--- config.mk ---
export PLATFORM = sky130hd
export DESIGN_NAME = led_dimming_pwm_control
export DESIGN_NICKNAME = d
export VERILOG_FILES = /design/src/logic/led_dimming_pwm_pkg.sv /design/src/logic/pwm_channel_slot.sv /design/src/logic/led_dimming_pwm_control.sv
export VERILOG_INCLUDE_DIRS = /design/src /design/src/logic
export SDC_FILE = /design/constraint.sdc
export NUM_CORES = 2
export LEC_CHECK = 0
export BUFFER_PORTS_ARGS = -buffer_cell sky130_fd_sc_hd__buf_2
export CORE_AREA = 3 3 415 417
export DETAILED_ROUTE_END_ITERATION = 10
export DIE_AREA = 0 0 418 420
export PLACE_DENSITY_LB_ADDON = 0.12
export RECOVER_POWER = 50
export SLEW_MARGIN = 15
export SYNTH_ARGS = -nofsm -noshare
export SYNTH_HDL_FRONTEND = slang
export SYNTH_HIERARCHICAL = 1
export SYNTH_SLANG_ARGS = --single-unit
--- constraint.sdc ---
create_clock -name core_clk -period 75.7 [get_ports core_clk]
set_input_delay 7.57 -clock core_clk [delete_from_list [all_inputs] [get_ports core_clk]]
set_output_delay 7.57 -clock core_clk [all_outputs]
set_load 0.005 [all_outputs]
--- src/logic/led_dimming_pwm_defs.svh ---
// Constants for the LED dimming PWM control block
`ifndef LED_DIMMING_PWM_DEFS_SVH
`define LED_DIMMING_PWM_DEFS_SVH

// Clock rates in ns and the 20 MHz dimming step derived from them
`define LDP_CORE_PERIOD_NS 5
`define LDP_OSC_PERIOD_NS 50
`define LDP_TICK_DIV (`LDP_OSC_PERIOD_NS / `LDP_CORE_PERIOD_NS)

// Default linear sloper duration
`define LDP_SLOPE_DEFAULT_MS 200
`define LDP_SLOPE_DEFAULT_CYCLES (`LDP_SLOPE_DEFAULT_MS * 1000000 / `LDP_CORE_PERIOD_NS)
`define LDP_SLOPE_DEFAULT_SEL 3'h4
`define LDP_SLOPE_STEPS_LOG2 8

// Input duty measurement window in 20 MHz ticks
`define LDP_DUTY_WINDOW_TICKS 65536

// Last strap settle count after leaving shutdown; the settle state lasts 4 core cycles
`define LDP_STRAP_SETTLE 2'h3

// Dimming period of the slowest frequency code, as a counter mask
`define LDP_PERIOD_MASK_MAX 17'h1_FFFF

// Brightness and current scale figures
`define LDP_BRT_FULL 16'hFFFF
`define LDP_BRT_ZERO 16'h0000
`define LDP_HYBRID_KNEE 16'h2000
`define LDP_HYBRID_CUR 16'h1FFF
`define LDP_SCALE_FULL 12'hFFF

// String configuration codes
`define LDP_CFG_PAIRS 3'h5
`define LDP_CFG_TRIPLES 3'h6
`define LDP_CFG_SINGLE 3'h7

// Target addresses chosen by the upper bit of the mode strap
`define LDP_ADDR_LOWER 7'h2B
`define LDP_ADDR_UPPER 7'h2A

`endif

--- src/logic/led_dimming_pwm_pkg.sv ---
// Types shared by the LED dimming PWM control block
package led_dimming_pwm_pkg;

  // Dimming mode selected by the low bits of the mode strap
  typedef enum logic [1:0] {
    MODE_PHASE_PWM = 2'h0,
    MODE_HYBRID = 2'h1,
    MODE_CURRENT = 2'h2,
    MODE_DIRECT = 2'h3
  } dim_mode_e;

  // Strap capture sequence
  typedef enum logic [2:0] {
    ST_SHUTDOWN = 3'b001,
    ST_SETTLE = 3'b010,
    ST_RUN = 3'b100
  } strap_state_e;

  // Drive toward the six current sinks
  typedef struct packed {
    logic [5:0] sinkOn;
    logic [5:0][11:0] sinkCurrent;
  } sink_drive_s;

  // Captured strap settings
  typedef struct packed {
    logic [2:0] freqSel;
    logic [2:0] stringConfig;
    dim_mode_e mode;
    logic addrUpper;
  } strap_set_s;

endpackage : led_dimming_pwm_pkg

--- src/logic/pwm_channel_slot.sv ---
// One sink channel: phase-shifted PWM compare or direct follow of the input
`timescale 1ns/100ps
`include "led_dimming_pwm_defs.svh"

module pwm_channel_slot (
  input wire logic core_clk,
  input wire logic rst_n,
  input wire logic run,
  input wire logic active,
  input wire logic direct,
  input wire logic pinLevel,
  input wire logic [16:0] periodCnt,
  input wire logic [16:0] periodMask,
  input wire logic [16:0] phaseOffset,
  input wire logic [17:0] dutyTicks,
  output logic sinkOn
);

  // Position within this channel's own shifted period
  logic [16:0] localCnt;
  logic onNext;

  assign localCnt = (periodCnt - phaseOffset) & periodMask;
  // Direct mode follows the input edges; otherwise the shifted compare
  assign onNext = run && active && (direct ? pinLevel : ({1'b0, localCnt} < dutyTicks));

  // Registered so every sink edge lines up with the core clock
  always_ff @(posedge core_clk) begin
    if (!rst_n) begin
      sinkOn <= 1'b0;
    end else begin
      sinkOn <= onNext;
    end
  end

endmodule : pwm_channel_slot

--- src/logic/led_dimming_pwm_control.sv ---
// Dimming control for a six-channel LED current-sink driver
`timescale 1ns/100ps
`include "led_dimming_pwm_defs.svh"

// Function
// - Each string has a 12-bit scale; current is scale/4095 of maximum, resets full.
// - Ungrouped strings get 60, 72, 90, 120 or 180 degree spacing by count.
// - Pairs, triples or one gang get 120, 180 or no offset between groups.
// - Configuration strap sampled at power-up; may change only during shutdown.
// - LED PWM comes from the 20 MHz oscillator, eight frequencies, not input timing.
// - Frequency strap picks 152 Hz to 19531 Hz, resolution 16 down to 10 bits.
// - Dimming frequency is independent of input only in phase-shift and hybrid modes.
// - One global brightness for all strings, from input duty or written register.
// - Source select chooses pin or register; pin is the default after power-on.
// - Brightness path has a sloper enabled after reset; settings are changeable.
// - Mode strap picks four modes; low codes give address 0x2B, high 0x2A.
// - Phase-shift mode switches all active channels at dimming rate with fixed delay.
// - Hybrid mode uses PWM at low brightness and current dimming at high.
// - Hybrid knee selectable at 12.5% or 0%; 0% gives pure current dimming.
// - Direct mode switches all active channels with the input PWM edges.
// - Sloper defaults to 200 ms linear transitions; select 000 disables it.
module led_dimming_pwm_control #(
  parameter int SLOPE_BASE_CYCLES = `LDP_SLOPE_DEFAULT_CYCLES,
  parameter int DUTY_WINDOW_TICKS = `LDP_DUTY_WINDOW_TICKS
) (
  input wire logic core_clk,
  input wire logic rst_n,
  input wire logic shutdown,
  input wire logic pwmPin,
  input wire logic [2:0] dimmingFreqStrap,
  input wire logic [2:0] stringConfigStrap,
  input wire logic [2:0] modeStrap,
  input wire logic brightnessSourceSelect,
  input wire logic [15:0] displayBrightnessValue,
  input wire logic [5:0][11:0] stringCurrentScale,
  input wire logic [2:0] slopeSelect,
  input wire logic hybridZeroKnee,
  output led_dimming_pwm_pkg::sink_drive_s sinkDrive,
  output logic [6:0] targetAddress,
  output logic strapsValid,
  output logic [15:0] brightnessNow
);

  localparam int TICK_DIV = `LDP_TICK_DIV;
  localparam int SLOPE_INTERVAL = SLOPE_BASE_CYCLES >> `LDP_SLOPE_STEPS_LOG2;

  // Pin synchroniser; the first stage feeds only the second
  logic pinSync1Reg;
  logic pinSync2Reg;
  logic pinSync3Reg;
  logic pinLevelReg;

  always_ff @(posedge core_clk) begin
    if (!rst_n) begin
      pinSync1Reg <= 1'b0;
      pinSync2Reg <= 1'b0;
      pinSync3Reg <= 1'b0;
      pinLevelReg <= 1'b0;
    end else begin
      pinSync1Reg <= pwmPin;
      pinSync2Reg <= pinSync1Reg;
      pinSync3Reg <= pinSync2Reg;
      if (pinSync2Reg == pinSync3Reg) begin
        pinLevelReg <= pinSync3Reg;
      end
    end
  end

  // 20 MHz dimming step as a one-cycle enable from the core clock
  logic [3:0] tickCntReg;
  logic tick;

  assign tick = (tickCntReg == 4'(TICK_DIV - 1));

  always_ff @(posedge core_clk) begin
    if (!rst_n || tick) begin
      tickCntReg <= 4'h0;
    end else begin
      tickCntReg <= tickCntReg + 4'h1;
    end
  end

  // Strap capture: straps are taken once per exit from shutdown and then frozen
  led_dimming_pwm_pkg::strap_state_e stateReg;
  led_dimming_pwm_pkg::strap_state_e stateNext;
  led_dimming_pwm_pkg::strap_set_s strapReg;
  logic [1:0] settleReg;
  logic run;

  assign run = (stateReg == led_dimming_pwm_pkg::ST_RUN);

  always_comb begin
    stateNext = stateReg;
    case (stateReg)
      led_dimming_pwm_pkg::ST_SHUTDOWN: begin
        if (!shutdown) stateNext = led_dimming_pwm_pkg::ST_SETTLE;
      end
      led_dimming_pwm_pkg::ST_SETTLE: begin
        if (shutdown) stateNext = led_dimming_pwm_pkg::ST_SHUTDOWN;
        else if (settleReg == `LDP_STRAP_SETTLE) stateNext = led_dimming_pwm_pkg::ST_RUN;
      end
      led_dimming_pwm_pkg::ST_RUN: begin
        if (shutdown) stateNext = led_dimming_pwm_pkg::ST_SHUTDOWN;
      end
      default: stateNext = led_dimming_pwm_pkg::ST_SHUTDOWN;
    endcase
  end

  always_ff @(posedge core_clk) begin
    if (!rst_n) begin
      stateReg <= led_dimming_pwm_pkg::ST_SHUTDOWN;
      settleReg <= 2'h0;
      strapReg <= '0;
    end else begin
      stateReg <= stateNext;
      settleReg <= (stateReg == led_dimming_pwm_pkg::ST_SETTLE) ? settleReg + 2'h1 : 2'h0;
      if (stateReg == led_dimming_pwm_pkg::ST_SETTLE && stateNext == led_dimming_pwm_pkg::ST_RUN) begin
        strapReg.freqSel <= dimmingFreqStrap;
        strapReg.stringConfig <= stringConfigStrap;
        strapReg.mode <= led_dimming_pwm_pkg::dim_mode_e'(modeStrap[1:0]);
        strapReg.addrUpper <= modeStrap[2];
      end
    end
  end

  assign strapsValid = run;
  assign targetAddress = strapReg.addrUpper ? `LDP_ADDR_UPPER : `LDP_ADDR_LOWER;

  // Dimming period: each frequency code halves the slowest period
  logic [16:0] periodMask;
  logic [16:0] periodCntReg;

  assign periodMask = `LDP_PERIOD_MASK_MAX >> strapReg.freqSel;

  // Free-running on the oscillator step, never on the input pin
  always_ff @(posedge core_clk) begin
    if (!rst_n || !run) begin
      periodCntReg <= 17'h0_0000;
    end else if (tick) begin
      periodCntReg <= (periodCntReg + 17'h0_0001) & periodMask;
    end
  end

  // Input duty: fraction of high ticks over a fixed window, blind to input frequency
  logic [16:0] windowCntReg;
  logic [16:0] highCntReg;
  logic [15:0] pinDutyReg;
  logic windowEnd;
  logic [16:0] highNext;
  logic [32:0] dutyScaled;

  assign windowEnd = tick && (windowCntReg == 17'(DUTY_WINDOW_TICKS - 1));
  // The closing tick counts too, and the count is scaled so any window length reads full scale
  assign highNext = highCntReg + {16'h0000, pinLevelReg};
  assign dutyScaled = {highNext, 16'h0000} / 33'(DUTY_WINDOW_TICKS);

  always_ff @(posedge core_clk) begin
    if (!rst_n) begin
      windowCntReg <= 17'h0_0000;
      highCntReg <= 17'h0_0000;
      pinDutyReg <= `LDP_BRT_ZERO;
    end else if (windowEnd) begin
      windowCntReg <= 17'h0_0000;
      highCntReg <= 17'h0_0000;
      pinDutyReg <= (dutyScaled[32:16] != 17'h0_0000) ? `LDP_BRT_FULL : dutyScaled[15:0];
    end else if (tick) begin
      windowCntReg <= windowCntReg + 17'h0_0001;
      highCntReg <= highNext;
    end
  end

  // One global target, pin duty when the select is low
  logic [15:0] targetBrt;

  assign targetBrt = brightnessSourceSelect ? displayBrightnessValue : pinDutyReg;

  // Linear sloper: each step is the gap over 256, at least 1, so only large changes take about the set time
  logic [15:0] curBrtReg;
  logic [15:0] lastTargetReg;
  logic [15:0] stepReg;
  logic [31:0] slopeCntReg;
  logic [31:0] slopeInterval;
  logic [15:0] gap;
  logic slopeStep;
  logic [15:0] upSum;

  // Select 4 gives the base duration; each code above or below doubles or halves it
  assign slopeInterval = (slopeSelect >= `LDP_SLOPE_DEFAULT_SEL)
    ? 32'(SLOPE_INTERVAL) << (slopeSelect - `LDP_SLOPE_DEFAULT_SEL)
    : 32'(SLOPE_INTERVAL) >> (`LDP_SLOPE_DEFAULT_SEL - slopeSelect);
  assign gap = (targetBrt > curBrtReg) ? targetBrt - curBrtReg : curBrtReg - targetBrt;
  assign slopeStep = (slopeCntReg + 32'h0000_0001 >= slopeInterval);
  assign upSum = (16'hFFFF - curBrtReg > stepReg) ? curBrtReg + stepReg : `LDP_BRT_FULL;

  always_ff @(posedge core_clk) begin
    if (!rst_n) begin
      curBrtReg <= `LDP_BRT_ZERO;
      lastTargetReg <= `LDP_BRT_ZERO;
      stepReg <= 16'h0001;
      slopeCntReg <= 32'h0000_0000;
    end else if (slopeSelect == 3'h0) begin
      curBrtReg <= targetBrt;
      lastTargetReg <= targetBrt;
      slopeCntReg <= 32'h0000_0000;
    end else if (targetBrt != lastTargetReg) begin
      // New target: fix the step now so the ramp stays linear
      lastTargetReg <= targetBrt;
      stepReg <= (gap[15:8] == 8'h00) ? 16'h0001 : {8'h00, gap[15:8]};
      slopeCntReg <= 32'h0000_0000;
    end else if (slopeStep) begin
      slopeCntReg <= 32'h0000_0000;
      if (gap <= stepReg) curBrtReg <= targetBrt;
      else if (targetBrt > curBrtReg) curBrtReg <= upSum;
      else curBrtReg <= curBrtReg - stepReg;
    end else begin
      slopeCntReg <= slopeCntReg + 32'h0000_0001;
    end
  end

  assign brightnessNow = curBrtReg;

  // Split brightness into a PWM share and an amplitude share by mode
  logic hybridLow;
  logic [15:0] pwmBrt;
  logic [15:0] ampBrt;
  logic direct;

  assign hybridLow = !hybridZeroKnee && (curBrtReg < `LDP_HYBRID_KNEE);
  assign direct = (strapReg.mode == led_dimming_pwm_pkg::MODE_DIRECT);

  always_comb begin
    pwmBrt = `LDP_BRT_FULL;
    ampBrt = `LDP_BRT_FULL;
    case (strapReg.mode)
      led_dimming_pwm_pkg::MODE_PHASE_PWM: pwmBrt = curBrtReg;
      led_dimming_pwm_pkg::MODE_HYBRID: begin
        if (hybridLow) begin
          pwmBrt = {curBrtReg[12:0], 3'h0};
          ampBrt = `LDP_HYBRID_CUR;
        end else begin
          ampBrt = curBrtReg;
        end
      end
      led_dimming_pwm_pkg::MODE_CURRENT: ampBrt = curBrtReg;
      default: begin
        pwmBrt = `LDP_BRT_FULL;
        ampBrt = `LDP_BRT_FULL;
      end
    endcase
  end

  // Duty in ticks; full scale holds the sink on through the whole period
  logic [17:0] dutyTicks;

  assign dutyTicks = (pwmBrt == `LDP_BRT_FULL) ? {1'b0, periodMask} + 18'h0_0001
    : 18'({pwmBrt, 1'b0} >> strapReg.freqSel);

  // Group count and per-channel group from the captured string configuration
  logic [2:0] groupCount;

  assign groupCount = (strapReg.stringConfig == `LDP_CFG_PAIRS) ? 3'h3
    : (strapReg.stringConfig == `LDP_CFG_TRIPLES) ? 3'h2
    : (strapReg.stringConfig == `LDP_CFG_SINGLE) ? 3'h1
    : 3'(3'h6 - strapReg.stringConfig);

  // Per-channel results gathered here so the output struct has one driver
  logic [5:0] sinkOnAll;
  logic [5:0][11:0] sinkCurrentAll;

  assign sinkDrive = {sinkOnAll, sinkCurrentAll};

  genvar ch;
  generate
    for (ch = 0; ch < 6; ch++) begin : g_chan
      logic [2:0] group;
      logic active;
      logic [20:0] phaseProd;
      logic [16:0] phaseOffset;
      logic [27:0] ampProd;
      logic [11:0] currentReg;

      assign group = (strapReg.stringConfig == `LDP_CFG_PAIRS) ? 3'(ch / 2)
        : (strapReg.stringConfig == `LDP_CFG_TRIPLES) ? 3'(ch / 3)
        : (strapReg.stringConfig == `LDP_CFG_SINGLE) ? 3'h0
        : 3'(ch);
      assign active = (group < groupCount);
      // Offset is group times the period over the group count
      assign phaseProd = ({4'h0, periodMask} + 21'h00_0001) * {18'h0_0000, group};
      assign phaseOffset = 17'(phaseProd / {18'h0_0000, groupCount});
      // Amplitude is the string's own scale times the global amplitude share
      assign ampProd = stringCurrentScale[ch] * ampBrt;

      always_ff @(posedge core_clk) begin
        if (!rst_n || !run) begin
          currentReg <= 12'h000;
        end else begin
          currentReg <= active ? ampProd[27:16] + 12'(ampProd[15]) : 12'h000;
        end
      end

      assign sinkCurrentAll[ch] = currentReg;

      pwm_channel_slot u_slot (
        .core_clk(core_clk),
        .rst_n(rst_n),
        .run(run),
        .active(active),
        .direct(direct),
        .pinLevel(pinLevelReg),
        .periodCnt(periodCntReg),
        .periodMask(periodMask),
        .phaseOffset(phaseOffset),
        .dutyTicks(dutyTicks),
        .sinkOn(sinkOnAll[ch])
      );
    end
  endgenerate

endmodule : led_dimming_pwm_control

Yosys cells after proc, flatten, opt, wreduce, memory -nomap -nowiden --
Index checks and enable logic that the tools add are counted.
Cells by class: mux-type cells 48, $lt $le $gt $ge 18, div/mod/pow operators 6, shift-type cells 4, multiply operators 11, reduce and logical (&&, ||, !) cells 36, bitwise gates (word level) 15, eq/ne operators 17, add/subtract/negate cells 28
Operators with widths (number):
- $mux W16 | 13
- $mul A12 B16 Y28 | 6
- $and A17 B17 Y17 | 7
- $lt A17 B18 Y1 | 6
- $div A21 B3 Y21 | 5
- $sub A17 B17 Y17 | 6
- $add A12 B1 Y12 | 6
- $pmux W16 S2 | 2
- $sub A16 B16 Y16 | 3
- $mul A21 B2 Y21 | 2
- $mux W3 | 13
- $add A17 B1 Y18 const B | 2
- $add A17 B1 Y17 const B | 2
- $add A32 B1 Y32 const B | 1
- $ge A32 B32 Y1 | 1
- $gt A16 B16 Y1 | 2
- $mux W32 | 1
- $shl A18 B3 Y32 const A | 1
- $shr A18 B3 Y32 const A | 1
- $div A0 B3 Y21 | 1
- $mul A18 B3 Y21 | 1
- $mul A21 B1 Y21 | 1
- $mul A21 B3 Y21 | 1
- $mux W18 | 1
- other kinds (42) | 98
Word-level totals: word-level logic and storage cells 214, flip-flop bits (word level) 247, bits of input ports 106

Depth between registers and ports, before layout --
depth in word-level cells 11, depth in mapped cells 219

By module --
Netlist, hierarchy kept.
By module, submodules not included:
- led_dimming_pwm_control | cells an instance 13073, seq. area each 4664.5 um2, area an instance 97554.8 um2, times used 1
- pwm_channel_slot | cells an instance 210, seq. area each 20.0 um2, area an instance 1472.7 um2, times used 6

Worst setup path before layout --
OpenSTA, ideal clock, no wires.
kind reg-to-reg, from reg strapReg[3] (netlist name), to reg g_chan[3].u_slot.sinkOn, data arrival time 44.260 ns, stages on the path, launching flop included 206, setup slack 31.380 ns, period minus slack after synthesis 44.320 ns, path through dfxtp_1 buf_2 inv_1 ha_1 buf_6 and3b_1 buf_6 a21oi_4 inv_2 buf_6 buf_4 clkbuf_1 clkbuf_1 clkbuf_1 buf_4 clkbuf_1 buf_1 buf_6 [... 170 more ...] or4_1 nor3_1 nand4_1 or4_1 ha_1 nand2b_4 a21oi_2 a31oi_2 a2111o_1 a31o_1 a21boi_2 ha_1 a21o_1 a21oi_1 nor2_1 o31a_1 a311oi_1 o41a_1
On the way: word-level cells in the longest chain between the ends 11, elaborated cells on any way between the ends 19
Ends and longest elaborated chain:
- start, declared | line led_dimming_pwm_control.sv:86 | led_dimming_pwm_pkg::strap_set_s strapReg;
- $eq A3 B3 Y1 (no line)
- $mux W2 | line led_dimming_pwm_control.sv:284 | : (strapReg.stringConfig == `LDP_CFG_SINGLE) ? 3'h0
- $mux W2 | line led_dimming_pwm_control.sv:283 | : (strapReg.stringConfig == `LDP_CFG_TRIPLES) ? 3'(ch / 3)
- $mux W2 | line led_dimming_pwm_control.sv:282 | assign group = (strapReg.stringConfig == `LDP_CFG_PAIRS) ? 3'(ch / 2)
- $mul A21 B2 Y21 | line led_dimming_pwm_control.sv:288 | assign phaseProd = ({4'h0, periodMask} + 21'h00_0001) * {18'h0_0000, group};
- $div A21 B3 Y21 (*) | line led_dimming_pwm_control.sv:289 | assign phaseOffset = 17'(phaseProd / {18'h0_0000, groupCount});
- named net g_chan[3].phaseOffset[16] | line led_dimming_pwm_control.sv:278 | logic [16:0] phaseOffset;
- $sub A17 B17 Y17 (*) | line pwm_channel_slot.sv:23 | assign localCnt = (periodCnt - phaseOffset) & periodMask;
- $and A17 B17 Y17 (*) | line pwm_channel_slot.sv:23
- $lt A17 B18 Y1 (*) | line pwm_channel_slot.sv:25 | assign onNext = run && active && (direct ? pinLevel : ({1'b0, localCnt} < dutyTicks));
- $mux W1 (*) | line pwm_channel_slot.sv:25
- $logic_and A1 B1 Y1 (*) | line pwm_channel_slot.sv:25
- end signal, assigned | line pwm_channel_slot.sv:32 | sinkOn <= onNext;
- end, declared | line pwm_channel_slot.sv:16 | output logic sinkOn
Mark *: on every way through the listed nets, which the timed path passes. The rest lies on a longest branch. A chain may end at the register's enable or synchronous reset.

Worst setup path after layout --
from reg strapReg[3] (netlist name), to reg g_chan[4].u_slot.sinkOn
On the way: word-level cells in the longest chain between the ends 11, elaborated cells on any way between the ends 19
Ends and longest elaborated chain (line):
- $eq A3 B3 Y1 (no line)
- $mux W3 | led_dimming_pwm_control.sv:284
- $mux W3 | led_dimming_pwm_control.sv:283
- $mux W3 | led_dimming_pwm_control.sv:282
- $mul A21 B3 Y21 | led_dimming_pwm_control.sv:288
- $div A21 B3 Y21 (*) | led_dimming_pwm_control.sv:289
- named net g_chan[4].phaseOffset[16] | led_dimming_pwm_control.sv:278
- $sub A17 B17 Y17 (*) | pwm_channel_slot.sv:23
- $and A17 B17 Y17 (*) | pwm_channel_slot.sv:23
- $lt A17 B18 Y1 (*) | pwm_channel_slot.sv:25
- $mux W1 (*) | pwm_channel_slot.sv:25
- $logic_and A1 B1 Y1 (*) | pwm_channel_slot.sv:25
- end signal, assigned | pwm_channel_slot.sv:32
- end, declared | pwm_channel_slot.sv:16
Marked as above.

==> flow_metrics.py <==
metrics = {
    "critical_path": {
        "crit_arrival_ns": 50.18,
        "cp.buffers_inverters": 11,
        "critical_path_class": "reg -> reg",
        "critPathLaunchType": "flop",
        "crit_required_ns": 76.27,
        "cp_common_cell": "ha_1",
        "cpMaxStageDelayCell": "nor4_2",
        "cp-end-kind": "flop",
        "worst-path-max-fanout": 16,
        "max_stage_delay_ns": 0.74,
        "cpLargestDelayFamily": "compound AO/OA/AOI/OAI gates",
        "critPathLaunch": "strapReg[3]",
        "reg2reg_from": "strapReg[3]",
    },
    "sta": {
        "finalSetupViolCount": 0,
        "rsz0062_at_grt": "no",
        "fmax_mhz": 20.2,
        "drv_slew": 110,
        "hold_violations": 0,
        "worst_slew_pin_slew_ns": 2.07,
        "finalCritPeriodShare": 0.655,
        "relSlewSlack": -0.378,
        "final.min_clock_period_ns": 49.61,
        "fin_tns_setup_ns": 0,
        "fin_skew_ns": 0.0304,
    },
    "placement": {
        "dp_cells": 16400,
        "dp_hpwl_mm": 267,
        "portBuffers": 201,
        "place.gp.congestion": 1.00,
    },
    "cts": {
        "hold_buffers": 0,
        "clock-sinks": 239,
        "clockBufferDepth": 3,
        "cts_resized": 0,
        "cts_tree": "done",
        "cts-root-buf": "clkbuf_16",
        "cts.clk_slew.worst_paths_ns": 0.07,
        "cts_htree_levels": 2,
        "cts_setup_buffers": 0,
        "cts_made_buffers": 35,
        "clk_latency_ns": 0.64,
    },
    "detailed_routing": {
        "remaining_drc_errors": 0,
        "first_pass_iters": 9,
        "drt_iter0_drc": 9763,
        "ant_nets": 0,
        "wirelength_mm": 338,
        "post_drt_via_cell_ratio": 6.57,
        "wire_per_inst_um": 20.5,
        "vias": 108000,
    },
    "finish": {
        "layout_common_cells": "nand2_1 (1545), inv_1 (1349), nor2_1 (1169)",
        "final_common_cell": "nand2_1",
        "fin_nets": 16200,
        "fill_cells": 15000,
        "stdcell_count": 16500,
        "drive_above_1_share": 0.0695,
        "area_growth_pct": 3.41,
    },
    "outcome": {
        "status": "finished, violations left",
        "violations": "max-capacitance violations, max-slew violations",
    },
    "logic_synthesis": {
        "synth_area_mm2": 0.106,
        "synth-warning-count": 6,
        "yosysSeqAreaShare": 0.0450,
        "synthArstFlopShare": 0,
        "synth_ff_type": "dfxtp_1",
        "ys_types": 176,
        "synthCells": 14300,
        "syn_area_per_cell_um2": 7.42,
        "synth_edf_count": 0,
        "ys_ff_latch": 239,
    },
    "floorplanning": {
        "die_h_um": 420,
        "boundaryPins": 208,
        "start_util": 0.629,
        "die_w_um": 418,
        "placementRows": 151,
        "dieArea_mm2": 0.176,
        "design.core.area_mm2": 0.169,
    },
    "grt": {
        "grt_max_degree": 92,
        "antenna_found_initial": 24,
        "grtUsageTotal": 0.372,
        "grt_pass1_vias": 105000,
        "grt_first_pass_wirelength_mm": 544,
        "grt_overflow": 0,
    },
    "hold_path": {
        "hold_path.startpoint": "pinSync1Reg",
        "hold_class": "reg -> reg",
    },
    "run": {
        "maxCapViolCount": 3,
    },
}
==> cell usage after synthesis (all sizes together), types with 130 or more instances <==
| library cell | number | area (um^2) |
|---|---|---|
| nand2 | 1553 | 5850 |
| inv | 1384 | 5210 |
| nor2 | 1195 | 4570 |
| ha | 1006 | 12600 |
| fa | 865 | 17300 |
| a21oi | 780 | 4090 |
| o21ai | 747 | 3820 |
| and2 | 627 | 3930 |
| nand3 | 437 | 2210 |
| nor3 | 434 | 2380 |
| xnor2 | 432 | 3820 |
| clkbuf | 363 | 1370 |
| xor2 | 279 | 2440 |
| a21o | 270 | 2040 |
| dfxtp | 239 | 4780 |
| o21a | 231 | 1740 |
| and3 | 195 | 1230 |
| nand4 | 182 | 1190 |
| a31oi | 180 | 1240 |
| nand2b | 179 | 1170 |
| mux2i | 177 | 1810 |
| nor2b | 176 | 1100 |
| buf | 166 | 1120 |
| o211ai | 163 | 1290 |
| nor4 | 147 | 1200 |
| a211oi | 133 | 1060 |
| or2 | 133 | 832 |
| or3 | 130 | 833 |
==> per-layer routing <==
metal	wire [um]	vias up	GRT usage
li1	-	50600	-
met1	141000	52000	0.491
met2	154000	4763	0.609
met3	27200	868	0.0495
met4	15900	8	0.160
met5	50	-	0
==> registers in the layout (all words and copies together), names as in the netlist, 16 cells and up <==
| signal | count |
|---|---|
| slopeCntReg | 32 |
| pinDutyReg | 16 |
| brightnessNow | 16 |
| windowCntReg | 17 |
| periodCntReg | 17 |
| g_chan.currentReg | 72 |
| highCntReg | 17 |
| lastTargetReg | 16 |
==> cells by family (layout without fill, tap and decap cells) <==
group,count (synthesis),in the layout,share of synthesized area
buffers and inverters,1913,1751,0.0723
other,2,97,0.0000706
adders and majority gates,1880,1880,0.282
xor gates and xnor gates,712,712,0.0591
AOI/OAI and AO/OA,3608,3608,0.239
and+or+nand+nor,5707,5707,0.276
muxes,272,272,0.0271
DFF,239,239,0.0450
==> per-stage QoR <==
stage	setup slack, ns	util	hold slack, ns	area [um^2]
global placement	28.58	0.644	0.405	109000
CTS	27.17	0.651	0.431	110000
finish	26.09	0.651	0.424	110000
global route	21.85	0.651	0.440	110000
floorplan	31.38	-	0.396	107000
detailed placement	27.29	0.644	0.422	109000
==> area by class of cell <==
class	instances	area, um^2	area share
clock inverters	24	273	0.00248
clock buffers	39	911	0.00828
inverters	1384	5220	0.0474
flip-flops and latches	239	4780	0.0435
repair buffers	304	1710	0.0155
diodes	18	45.0	0.000409
multi-input cells	12300	94300	0.857
well taps	2218	2780	0.0252
==> worst reg2reg max path, delay by kind of cell (launching register included) <==
kind | cells | cell delay (ns)
and+or+nand+nor | 62 | 17.38
DFF | 1 | 0.61
muxes | 6 | 1.78
buffers and inverters | 11 | 1.32
AOI/OAI and AO/OA | 84 | 19.24
adders and majority gates | 27 | 9.21
==> final timing paths <==
check                                               end  slack [ns]  cells after the start
worst min register to register              pinSync2Reg        0.42                      1
worst max-delay path            g_chan[4].u_slot/sinkOn       26.09                    190
worst max register to register  g_chan[4].u_slot/sinkOn       26.09                    190
worst min-delay path                        pinSync2Reg        0.42                      1
Power is not shown: default switching activity piles up to over one toggle a cycle in this logic, so the estimate is an artifact.
